`src/rtl/vfc_pkg.sv`:
```
`default_nettype none
package vfc_pkg;

  // ==========================================================
  // Register indices (byte address is four times the index)
  localparam logic [5:0] IDX_MCR1   = 6'h00;
  localparam logic [5:0] IDX_MCR2   = 6'h09;
  localparam logic [5:0] IDX_FIRST  = 6'h0A;
  localparam logic [5:0] IDX_LAST   = 6'h0B;
  localparam logic [5:0] IDX_CTRL   = 6'h0C;
  localparam logic [5:0] IDX_STATUS = 6'h0D;
  localparam logic [7:0] ADR_MCR1   = {IDX_MCR1, 2'b00};
  localparam logic [7:0] ADR_MCR2   = {IDX_MCR2, 2'b00};
  localparam logic [7:0] ADR_FIRST  = {IDX_FIRST, 2'b00};
  localparam logic [7:0] ADR_LAST   = {IDX_LAST, 2'b00};
  localparam logic [7:0] ADR_CTRL   = {IDX_CTRL, 2'b00};
  localparam logic [7:0] ADR_STATUS = {IDX_STATUS, 2'b00};

  // ==========================================================
  // Field positions and reset values
  localparam int MCR1_STALL  = 15;
  localparam int MCR1_CROPF  = 14;
  localparam int MCR2_DEFEAT = 11;
  localparam int MCR2_DRP_HI = 8;
  localparam int MCR2_DRP_LO = 4;
  localparam int CTRL_DEC    = 0;
  localparam int CTRL_PM_LO  = 1;
  localparam int LINE_W      = 10;
  localparam logic [15:0] MCR1_RST = 16'h0000;
  localparam logic [15:0] MCR2_RST = 16'h0000;
  localparam logic [2:0]  CTRL_RST = 3'h0;
  localparam logic [LINE_W-1:0] FIRST_RST = 10'h000;
  localparam logic [LINE_W-1:0] LAST_RST  = 10'h3FF;

  // ==========================================================
  // Bus answers
  localparam logic [1:0] RESP_OK  = 2'h0;
  localparam logic [1:0] RESP_ERR = 2'h2;

  // ==========================================================
  // Pixel modes and decode state
  typedef enum logic [1:0] {
    PM_BROAD = 2'h0,
    PM_GRAY  = 2'h1,
    PM_656   = 2'h2,
    PM_MUX   = 2'h3
  } vfc_pmode_t;

  typedef enum logic [2:0] {
    ST_PLAY = 3'b001,
    ST_ARM  = 3'b010,
    ST_GRAY = 3'b100
  } vfc_state_t;

  // Raw video pins from the link
  typedef struct packed {
    logic pixelClock;
    logic qualifier;
    logic fieldId;
    logic lineStart;
  } vfc_pins_t;

endpackage
`default_nettype wire

```
`src/rtl/vfc_sync.sv`:
```
`timescale 1ns/1ns
`default_nettype none
// ==========================================================
// Two-flop synchroniser for pins
module vfc_sync #(
  parameter int W = 4
) (
  input  wire logic         clk, // Sampling clock
  input  wire logic         rst, // Async reset
  input  wire logic [W-1:0] d,   // Pin levels
  output var  logic [W-1:0] q    // Synchronised levels
);
  logic [W-1:0] meta;

  // Metastable stage feeds only the second stage
  always_ff @(posedge clk or posedge rst) begin
    if (rst) begin
      meta <= '0;
      q    <= '0;
    end else begin
      meta <= d;
      q    <= meta;
    end
  end
endmodule // vfc_sync
`default_nettype wire

```
`src/rtl/vfc_field_ctrl.sv`:
```
// The AXI4-Lite slave port and the placing of the registers were decided locally.
`timescale 1ns/1ns
`default_nettype none
module vfc_field_ctrl (
  input  wire logic              mclk,          // System clock
  input  wire logic              rst,           // Async reset
  input  wire logic [7:0]        s_axi_awaddr,  // Write address
  input  wire logic              s_axi_awvalid, // Write addr valid
  output var  logic              s_axi_awready, // Write addr ready
  input  wire logic [31:0]       s_axi_wdata,   // Write data
  input  wire logic [3:0]        s_axi_wstrb,   // Byte enables
  input  wire logic              s_axi_wvalid,  // Write data valid
  output var  logic              s_axi_wready,  // Write data ready
  output var  logic [1:0]        s_axi_bresp,   // Write response
  output var  logic              s_axi_bvalid,  // Response valid
  input  wire logic              s_axi_bready,  // Response ready
  input  wire logic [7:0]        s_axi_araddr,  // Read address
  input  wire logic              s_axi_arvalid, // Read addr valid
  output var  logic              s_axi_arready, // Read addr ready
  output var  logic [31:0]       s_axi_rdata,   // Read data
  output var  logic [1:0]        s_axi_rresp,   // Read response
  output var  logic              s_axi_rvalid,  // Read data valid
  input  wire logic              s_axi_rready,  // Read data ready
  input  wire vfc_pkg::vfc_pins_t videoPins,    // Raw video pins
  input  wire logic              hdrValid,      // Header field seen
  input  wire logic              hdrField,      // Header field bit
  output var  logic              pixelStrobe,   // Pixel moves now
  output var  logic              blankLine,     // Line is cropped
  output var  logic              grayField,     // Gray field out
  output var  logic              fieldSend,     // Field is encoded
  output var  logic              fieldStart     // Field began
);
  import vfc_pkg::*;

  // ==========================================================
  // Helpers
  function automatic logic [15:0] merge16(input logic [15:0] old,
      input logic [31:0] d, input logic [3:0] s);
    merge16 = {s[1] ? d[15:8] : old[15:8], s[0] ? d[7:0] : old[7:0]};
  endfunction

  // ==========================================================
  // State
  logic [15:0]       mcr1, next_mcr1, mcr2, next_mcr2;
  logic [LINE_W-1:0] firstLine, next_firstLine, lastLine, next_lastLine;
  logic [2:0]        ctrl, next_ctrl;
  logic              awHeld, next_awHeld, wHeld, next_wHeld;
  logic [7:0]        awAddr, next_awAddr;
  logic [31:0]       wData, next_wData;
  logic [3:0]        wStrb, next_wStrb;
  logic              next_awready, next_wready, next_bvalid;
  logic [1:0]        next_bresp, next_rresp;
  logic              next_arready, next_rvalid;
  logic [31:0]       next_rdata;
  logic [3:0]        sPins;
  logic              prevClk, next_prevClk, curField, next_curField;
  logic              prevLine, next_prevLine;
  logic [LINE_W-1:0] line, next_line;
  logic [4:0]        dropCnt, next_dropCnt;
  vfc_state_t        state, next_state;
  logic              next_pixelStrobe, next_blankLine;
  logic              next_grayField, next_fieldSend, next_fieldStart;
  logic              tick, fieldEdge, lineEdge, needQual;
  logic              decode, cropField, defeat, mismatch;
  vfc_pmode_t        pmode;

  // ==========================================================
  // Register decode and status read
  function automatic logic [31:0] readMux(input logic [7:0] a);
    if (a == ADR_MCR1) begin
      readMux = 32'h0000_0000;
    end else if (a == ADR_MCR2) begin
      readMux = {16'h0000, mcr2};
    end else if (a == ADR_FIRST) begin
      readMux = {22'h00_0000, firstLine};
    end else if (a == ADR_LAST) begin
      readMux = {22'h00_0000, lastLine};
    end else if (a == ADR_CTRL) begin
      readMux = {29'h0000_0000, ctrl};
    end else begin
      readMux = {16'h0000, state, grayField, fieldSend, curField, line};
    end
  endfunction

  function automatic logic mapped(input logic [7:0] a);
    mapped = (a == ADR_MCR1) || (a == ADR_MCR2) || (a == ADR_FIRST) ||
             (a == ADR_LAST) || (a == ADR_CTRL) || (a == ADR_STATUS);
  endfunction

  // AXI4-Lite slave: address and data in either order
  always_comb begin
    next_awHeld  = awHeld;
    next_wHeld   = wHeld;
    next_awAddr  = awAddr;
    next_wData   = wData;
    next_wStrb   = wStrb;
    next_bvalid  = s_axi_bvalid;
    next_bresp   = s_axi_bresp;
    next_rvalid  = s_axi_rvalid;
    next_rdata   = s_axi_rdata;
    next_rresp   = s_axi_rresp;
    next_arready = s_axi_arready;
    next_mcr1      = mcr1;
    next_mcr2      = mcr2;
    next_firstLine = firstLine;
    next_lastLine  = lastLine;
    next_ctrl      = ctrl;
    if (s_axi_awvalid && s_axi_awready) begin
      next_awHeld = 1'b1;
      next_awAddr = s_axi_awaddr;
    end
    if (s_axi_wvalid && s_axi_wready) begin
      next_wHeld = 1'b1;
      next_wData = s_axi_wdata;
      next_wStrb = s_axi_wstrb;
    end
    if (s_axi_bvalid && s_axi_bready) begin
      next_bvalid = 1'b0;
    end
    if (awHeld && wHeld && !s_axi_bvalid) begin
      next_awHeld = 1'b0;
      next_wHeld  = 1'b0;
      next_bvalid = 1'b1;
      next_bresp  = RESP_OK;
      if (awAddr == ADR_MCR1) begin
        next_mcr1 = merge16(mcr1, wData, wStrb);
      end else if (awAddr == ADR_MCR2) begin
        next_mcr2 = merge16(mcr2, wData, wStrb);
      end else if (awAddr == ADR_FIRST) begin
        next_firstLine = LINE_W'(merge16(16'(firstLine), wData, wStrb));
      end else if (awAddr == ADR_LAST) begin
        next_lastLine = LINE_W'(merge16(16'(lastLine), wData, wStrb));
      end else if (awAddr == ADR_CTRL) begin
        if (wStrb[0]) begin
          next_ctrl = wData[2:0];
        end
      end else begin
        next_bresp = RESP_ERR; // Status and holes refuse writes
      end
    end
    next_awready = !next_awHeld && !next_bvalid;
    next_wready  = !next_wHeld && !next_bvalid;
    if (s_axi_rvalid && s_axi_rready) begin
      next_rvalid  = 1'b0;
      next_arready = 1'b1;
    end
    if (s_axi_arvalid && s_axi_arready) begin
      next_rvalid  = 1'b1;
      next_arready = 1'b0;
      next_rdata   = readMux(s_axi_araddr);
      next_rresp   = mapped(s_axi_araddr) ? RESP_OK : RESP_ERR;
    end
  end

  // Bus and control registers, off at power-up except LAST (3FF) and the bus readies (high)
  always_ff @(posedge mclk or posedge rst) begin
    if (rst) begin
      mcr1          <= MCR1_RST;
      mcr2          <= MCR2_RST;
      firstLine     <= FIRST_RST;
      lastLine      <= LAST_RST;
      ctrl          <= CTRL_RST;
      awHeld        <= 1'b0;
      wHeld         <= 1'b0;
      awAddr        <= 8'h00;
      wData         <= 32'h0000_0000;
      wStrb         <= 4'h0;
      s_axi_awready <= 1'b1;
      s_axi_wready  <= 1'b1;
      s_axi_bvalid  <= 1'b0;
      s_axi_bresp   <= RESP_OK;
      s_axi_arready <= 1'b1;
      s_axi_rvalid  <= 1'b0;
      s_axi_rdata   <= 32'h0000_0000;
      s_axi_rresp   <= RESP_OK;
    end else begin
      mcr1          <= next_mcr1;
      mcr2          <= next_mcr2;
      firstLine     <= next_firstLine;
      lastLine      <= next_lastLine;
      ctrl          <= next_ctrl;
      awHeld        <= next_awHeld;
      wHeld         <= next_wHeld;
      awAddr        <= next_awAddr;
      wData         <= next_wData;
      wStrb         <= next_wStrb;
      s_axi_awready <= next_awready;
      s_axi_wready  <= next_wready;
      s_axi_bvalid  <= next_bvalid;
      s_axi_bresp   <= next_bresp;
      s_axi_arready <= next_arready;
      s_axi_rvalid  <= next_rvalid;
      s_axi_rdata   <= next_rdata;
      s_axi_rresp   <= next_rresp;
    end
  end

  // ==========================================================
  // Video link: pins pass two flops, then edges are found
  vfc_sync #(.W(4)) uSync (
    .clk (mclk),
    .rst (rst),
    .d   (videoPins),
    .q   (sPins)
  );

  // Field-level controls taken from the registers, edges taken from the pins
  assign decode    = ctrl[CTRL_DEC];
  assign pmode     = vfc_pmode_t'(ctrl[CTRL_PM_LO +: 2]);
  assign cropField = mcr1[MCR1_CROPF];
  assign defeat    = mcr2[MCR2_DEFEAT];
  assign tick      = sPins[3] && !prevClk;
  assign fieldEdge = tick && (sPins[1] != curField);
  assign lineEdge  = tick && sPins[0] && !prevLine;
  // Qualifier gates pixels in half-rate modes or under stall
  assign needQual  = (pmode == PM_BROAD) || (pmode == PM_GRAY) ||
                     mcr1[MCR1_STALL];
  // Header field bit must name the field about to start
  assign mismatch  = hdrValid && decode && !defeat &&
                     (hdrField != !curField);

  // Line counting, cropping, gray insertion and field dropping
  always_comb begin
    next_prevClk     = tick ? 1'b1 : sPins[3];
    next_curField    = tick ? sPins[1] : curField;
    next_prevLine    = tick ? sPins[0] : prevLine;
    next_line        = line;
    next_dropCnt     = dropCnt;
    next_state       = state;
    next_fieldSend   = fieldSend;
    next_pixelStrobe = tick && (!needQual || sPins[2]);
    next_fieldStart  = fieldEdge;
    if (fieldEdge) begin
      // Frame mode restarts only at field one
      if (cropField || !sPins[1]) begin
        next_line = '0;
      end
    end else if (lineEdge && line != '1) begin
      next_line = line + 1'b1;
    end
    case (state)
      ST_PLAY: begin
        if (mismatch) begin
          next_state = ST_ARM;
        end
      end
      ST_ARM: begin
        if (fieldEdge) begin
          next_state = ST_GRAY;
        end
      end
      ST_GRAY: begin
        if (fieldEdge) begin
          next_state = ST_PLAY;
        end
      end
      default: next_state = ST_PLAY;
    endcase
    if (!decode && fieldEdge) begin
      if (dropCnt == 5'h00) begin
        next_fieldSend = 1'b1;
        next_dropCnt   = mcr2[MCR2_DRP_HI:MCR2_DRP_LO];
      end else begin
        next_fieldSend = 1'b0;
        next_dropCnt   = dropCnt - 5'h01;
      end
    end else if (decode) begin
      next_fieldSend = 1'b1;
      next_dropCnt   = 5'h00;
    end
    next_grayField = (state == ST_GRAY);
    next_blankLine = (line < firstLine) || (line > lastLine) ||
                     (!cropField && curField);
  end

  // Video-side registers
  always_ff @(posedge mclk or posedge rst) begin
    if (rst) begin
      prevClk     <= 1'b0;
      curField    <= 1'b0;
      prevLine    <= 1'b0;
      line        <= '0;
      dropCnt     <= 5'h00;
      state       <= ST_PLAY;
      pixelStrobe <= 1'b0;
      blankLine   <= 1'b1;
      grayField   <= 1'b0;
      fieldSend   <= 1'b1;
      fieldStart  <= 1'b0;
    end else begin
      prevClk     <= next_prevClk;
      curField    <= next_curField;
      prevLine    <= next_prevLine;
      line        <= next_line;
      dropCnt     <= next_dropCnt;
      state       <= next_state;
      pixelStrobe <= next_pixelStrobe;
      blankLine   <= next_blankLine;
      grayField   <= next_grayField;
      fieldSend   <= next_fieldSend;
      fieldStart  <= next_fieldStart;
    end
  end
endmodule // vfc_field_ctrl
`default_nettype wire

```
`config.mk`:
```
export PLATFORM = sky130hd
export DESIGN_NAME = vfc_field_ctrl
export DESIGN_NICKNAME = d
export VERILOG_FILES = /design/src/rtl/vfc_pkg.sv /design/src/rtl/vfc_sync.sv /design/src/rtl/vfc_field_ctrl.sv
export SDC_FILE = /design/constraint.sdc
export NUM_CORES = 1
export LEC_CHECK = 0
export BUFFER_PORTS_ARGS = -buffer_cell sky130_fd_sc_hd__buf_2
export CORE_ASPECT_RATIO = 2
export CORE_MARGIN = 3
export CORE_UTILIZATION = 45
export DETAILED_ROUTE_END_ITERATION = 8
export PLACE_DENSITY = 0.7
export REMOVE_ABC_BUFFERS = 1
export SYNTH_ARGS = -nofsm -noshare
export SYNTH_HDL_FRONTEND = slang
export SYNTH_SLANG_ARGS = --single-unit
```
`constraint.sdc`:
```
create_clock -name mclk -period 4.5 [get_ports mclk]
set_input_delay 1.35 -clock mclk [delete_from_list [all_inputs] [get_ports mclk]]
set_output_delay 1.35 -clock mclk [all_outputs]
set_load 0.02 [all_outputs]
```
# Word level (Yosys, flattened, before mapping)
# Index checks and enable logic that the tools add are counted.
# W data, S select, Z words.
word_totals:
  reg_bits: 150
  out_inout_bits: 46
classes:
  addsub: 2
  order_cmp: 2
  eq_ne: 20
  mux: 35
  n_bitwise: 4
  reduce_logical: 60
ops:
  columns: ["op", "n"]
  rows:
  - ["$mux W16", 5]
  - ["$eq A8 B6 Y1 const B", 9]
  - ["$mux W10", 3]
  - ["$logic_and A1 B1 Y1", 20]
  - ["$logic_not A8 Y1", 2]
  - ["$mux W5", 3]
  - ["$mux W1", 14]
  - ["$logic_not A1 Y1", 12]
  - ["$mux W2", 6]
  - ["$reduce_and A6 Y1", 2]
  - ["$logic_or A1 B1 Y1", 11]
  - ["$add A10 B1 Y10 const B", 1]
  - ["$gt A10 B10 Y1", 1]
  - ["$lt A10 B10 Y1", 1]
  - ["$ne A10 B10 Y1 const B", 1]
  - ["$reduce_and A5 Y1", 2]
  - ["$mux W3", 3]
  - ["$pmux W3 S3", 1]
  - ["$reduce_and A4 Y1", 2]
  - ["$reduce_and A7 Y1", 1]
  - ["$reduce_and A3 Y1", 2]
  - ["$reduce_bool A2 Y1", 3]
  - ["$logic_not A5 Y1", 1]
  - ["$sub A5 B1 Y5 const B", 1]
  - ["other kinds (10)", 16]

# Depth between registers and ports, before layout
logic_depth:
  ltp_word: 7
  ltp_mapped: 7
  ltp_nobuf: 6

# By module
# A second synthesis with hierarchy kept.
unflattened:
  hier_cells: 572
  area_unflattened_um2: 6303.5
modules_own_cells:
  columns: ["mod", "n_inst", "cells_per_inst", "area_each_um2", "seq_area_each_um2"]
  rows:
  - ["vfc_field_ctrl", 1, 563, 6099.6, 2972.9]
  - ["vfc_sync", 1, 9, 203.9, 200.2]

# Worst setup path before layout
# Ideal clock, no wire load.
synth_path:
  path_kind: "input to register"
  start: "input s_axi_araddr[3]"
  end: "register s_axi_rdata[11]"
  arrival_time_ps: 2853
  required_time_ps: 4374
  setup_slack_ps: 1521
  stages: 6
  path_buffers: 2
  path_cell_list: "buf_6 -> or4_4 -> o31a_1 -> and4_4 -> buf_6 -> a221o_1"
synth_via:
  elab_chain_len: 6
  elab_cells_between_ends: 10
synth_rtl:
  columns: ["item", "line", "text"]
  rows:
  - ["from (decl)", "vfc_field_ctrl.sv:17", "input wire logic [7:0] s_axi_araddr,"]
  - ["$eq A8 B6 Y1", "vfc_field_ctrl.sv:78", "end else if (a == ADR_CTRL) begin"]
  - ["$mux W16", "vfc_field_ctrl.sv:78", null]
  - ["$mux W16", "vfc_field_ctrl.sv:76", "end else if (a == ADR_LAST) begin"]
  - ["$mux W16", "vfc_field_ctrl.sv:74", "end else if (a == ADR_FIRST) begin"]
  - ["$mux W16", "vfc_field_ctrl.sv:72", "end else if (a == ADR_MCR2) begin"]
  - ["$mux W16 *", "vfc_field_ctrl.sv:70", "if (a == ADR_MCR1) begin"]
  - ["to (signal assigned)", "vfc_field_ctrl.sv:193", "s_axi_rdata <= next_rdata;"]
  - ["to (decl)", "vfc_field_ctrl.sv:20", "output var logic [31:0] s_axi_rdata,"]
# Every way passes the cells marked *; elsewhere a longest branch is shown, timed or not.
# A chain may end at the register's enable or synchronous reset.

# Final worst setup path
layout_path:
  start: "input s_axi_araddr[2]"
  end: "register s_axi_rdata[10]"
# The elaborated chain is that of the path after synthesis.

==> results.toml <==
[floorplan]
initial_core_util_pct = 46.68
rows = 59
io_pins = 111
die_height_um = 171.6
die-area_sq_um = 15230
die_w_um = 88.79
core-area_sq_um = 13210

[yosys]
yosysSeqAreaShare_pct = 51.44
syn_inst = 540
synth_top_area_share_pct = 44.62
synth_common_cells = "110 x dfrtp_1, 54 x mux2_1, 35 x nand2_1"
synth.distinct_cells = 67
ys_seq_elements = 126
synthArstFlopShare_pct = 100.0
synthFlopType = "dfrtp_1"
syn_area_sq_um = 6168
yosysWarnings = 0
yosysTopAreaCell = "dfrtp_1"
synth_edf_count = 0
syn_area_per_cell_sq_um = 11.42
post-synth-top-count-cell = "dfrtp_1"
synth.top_cells.by_area = "dfrtp_1 45%, mux2_1 9.9%, dfstp_2 6.8%"

[clock_tree]
clk_latency_ps = 410
clkTransAtPathRegs_ps = 60
cts-root-buf = "clkbuf_16"
clock-sinks = 126
cts_tree = "built"
cts_resized = 0
cts_setup_buffers = 0
htree_num_levels = 4
hold_buffers = 0
clockBufferDepth = 2
numCtsBuffers = 17

[worst_setup_path]
cpPeakStageDelay_ps = 580
crit_type = "input port to flop"
cp.required_ps = 4780
crit_path_end_kind = "flop"
crit_buf_inv = 1
cpMaxStageDelayCell = "or4_4"
startpoint_type = "input port"
path_max_fanout = 22
critPathTopFamily = "simple AND/OR/NAND/NOR gates"
cp.depth = 5
reg2reg_depth = 4
arrival_ps = 3210
crit_chain = "buf_2 > or4_4 > o31a_1 > and4_4 > a221o_1"

[flow_run]
cap_violations = 0

[power]
leakagePower_nw = 3.391
vdd_drop_max_mv = 0.3443
powerDensity_nw_per_um2 = 541.3
finalPower_mw = 3.929

[finish]
syn2layout_area_growth_pct = 17.69
fin_nets = 702
fin_util_pct = 54.94
antenna_cells = 0
drive_gt1_share_pct = 23.21
final_area_sq_um = 7259
multiInputGateArea_sq_um = 2725
fillers = 1174
ff_latch_area_sq_um = 3173

[sta]
fin_crit_ps = 2931
tightest_slew_ps = 889.0
setup-violations-final = 0
hold_viol_final = 0
rsz0062_at_grt = "no"
min_period_over_period_pct = 65.13
slew_viol_final = 0
fmax_mhz = 341.2
fin_worst_skew_ps = 11.24
slew_headroom_pct = 39.92

[grt]
grt_max_degree = 70
antenna_found_initial = 0
grt_pass1_wl_um = 23890
grt-ovfl-total = 0
track_usage_pct = 20.77
grt_pass1_vias = 4748

[placement]
place_area_sq_um = 6605
hpwlAfterDp_um = 11220
place_congestion = 0.8752
portBuffers = 74

[detailed_routing]
ant_nets = 0
dr.pass1.iters = 5
route.vias.total = 4502
drt_first_iter_violations = 145
viasPerCell = 5.764
drcViolationCount = 0
wl_per_cell_um = 19.15
wl_um = 14960

[min_path]
min_path_type = "flop to flop"
hold_depth = 0

[run_status]
run_status = "finished clean"
cell type report:
cell class                 count  area share (%)
timing repair buffer          76           5.481
tap                          152           2.620
inverter                      31           1.637
multi-input combinational    364           37.54
sequential                   126           43.71
clock inverter                13           2.913
clock buffer                  19           6.101
cell usage in the layout (no fill, tap or decap), drive strengths merged, types with 3 or more instances in the layout:
cell	synthesis	layout
and3	6	6
a221o	6	6
or3	3	3
nor2b	8	8
a2bb2oi	4	4
nand2b	3	3
o31ai	5	5
ha	21	21
dfrtp	110	110
a31oi	9	9
nand3	18	18
a32o	6	6
xnor2	3	3
nor3	6	6
dfstp	16	16
inv	31	33
mux2i	4	4
mux2	70	70
o21ai	17	17
a21oi	26	26
nor3b	4	4
o21a	8	8
nand2	36	36
nor2	16	16
clkinvlp	0	4
clkbuf	15	19
nand4	7	7
conb	1	18
a22o	7	7
bufinv	0	5
o211ai	7	7
or4	5	5
nor4	4	4
and2	8	8
buf	21	76
registers in the layout (all words and copies together), names as in the netlist, 4 cells and up:
signal	cells
mcr2	16
lastLine	10
awAddr	8
uSync.meta	4
uSync.q	4
line	10
firstLine	10
s_axi_rdata	16
dropCnt	5
wData	16
stage by stage:
step                setup TNS [ps]  hold WS, ps  cells  setup slack [ps]
floorplan                   -19740        331.2    521            -179.5
global placement                 0        335.2    749              1209
detailed placement               0        336.3    749              1170
CTS                              0        345.5    781              1605
global route                     0        361.9    781              1470
finish                           0        344.4    781              1569
final timing paths:
check,start,to,slack (ps)
setup / recovery,s_axi_araddr[2],s_axi_rdata[10]$_DFFE_PP0P_,1570
hold / removal,uSync.meta[1]$_DFF_PP0_,uSync.q[1]$_DFF_PP0_,340
setup reg to reg,uSync.q[3]$_DFF_PP0_,line[7]$_DFFE_PP0P_,2160
hold reg to reg,uSync.meta[1]$_DFF_PP0_,uSync.q[1]$_DFF_PP0_,340
max in group asynchronous,rst,fieldSend$_DFFE_PP1P_,2560
min in group asynchronous,rst,wHeld$_DFF_PP0_,1060
logic make-up after synthesis:
kind of cell             share of synthesized area [%]
AO/OA/AOI/OAI                                    11.83
XOR/XNOR                                        0.5681
adder cells (fa/ha/maj)                          4.260
buffers and inverters                            5.416
flip-flops                                       51.44
multiplexers                                     13.43
other                                          0.06079
AND/OR/NAND/NOR                                  13.00
power by group:
| group | internal [mW] | switching (mW) |
|---|---|---|
| Clock | 1.00 | 0.505 |
| Combinational | 0.358 | 0.410 |
| Sequential | 1.40 | 0.252 |
metal layers:
metal  track usage, %  vias to the layer above  wire length, um
li1                 -                     2096                -
met1            22.63                     2232             5527
met2            36.70                      137             8170
met3            4.219                       37              552
met4            11.12                        0              708
met5                0                        -                0
Note: power is estimated with default switching activity, not from simulation.
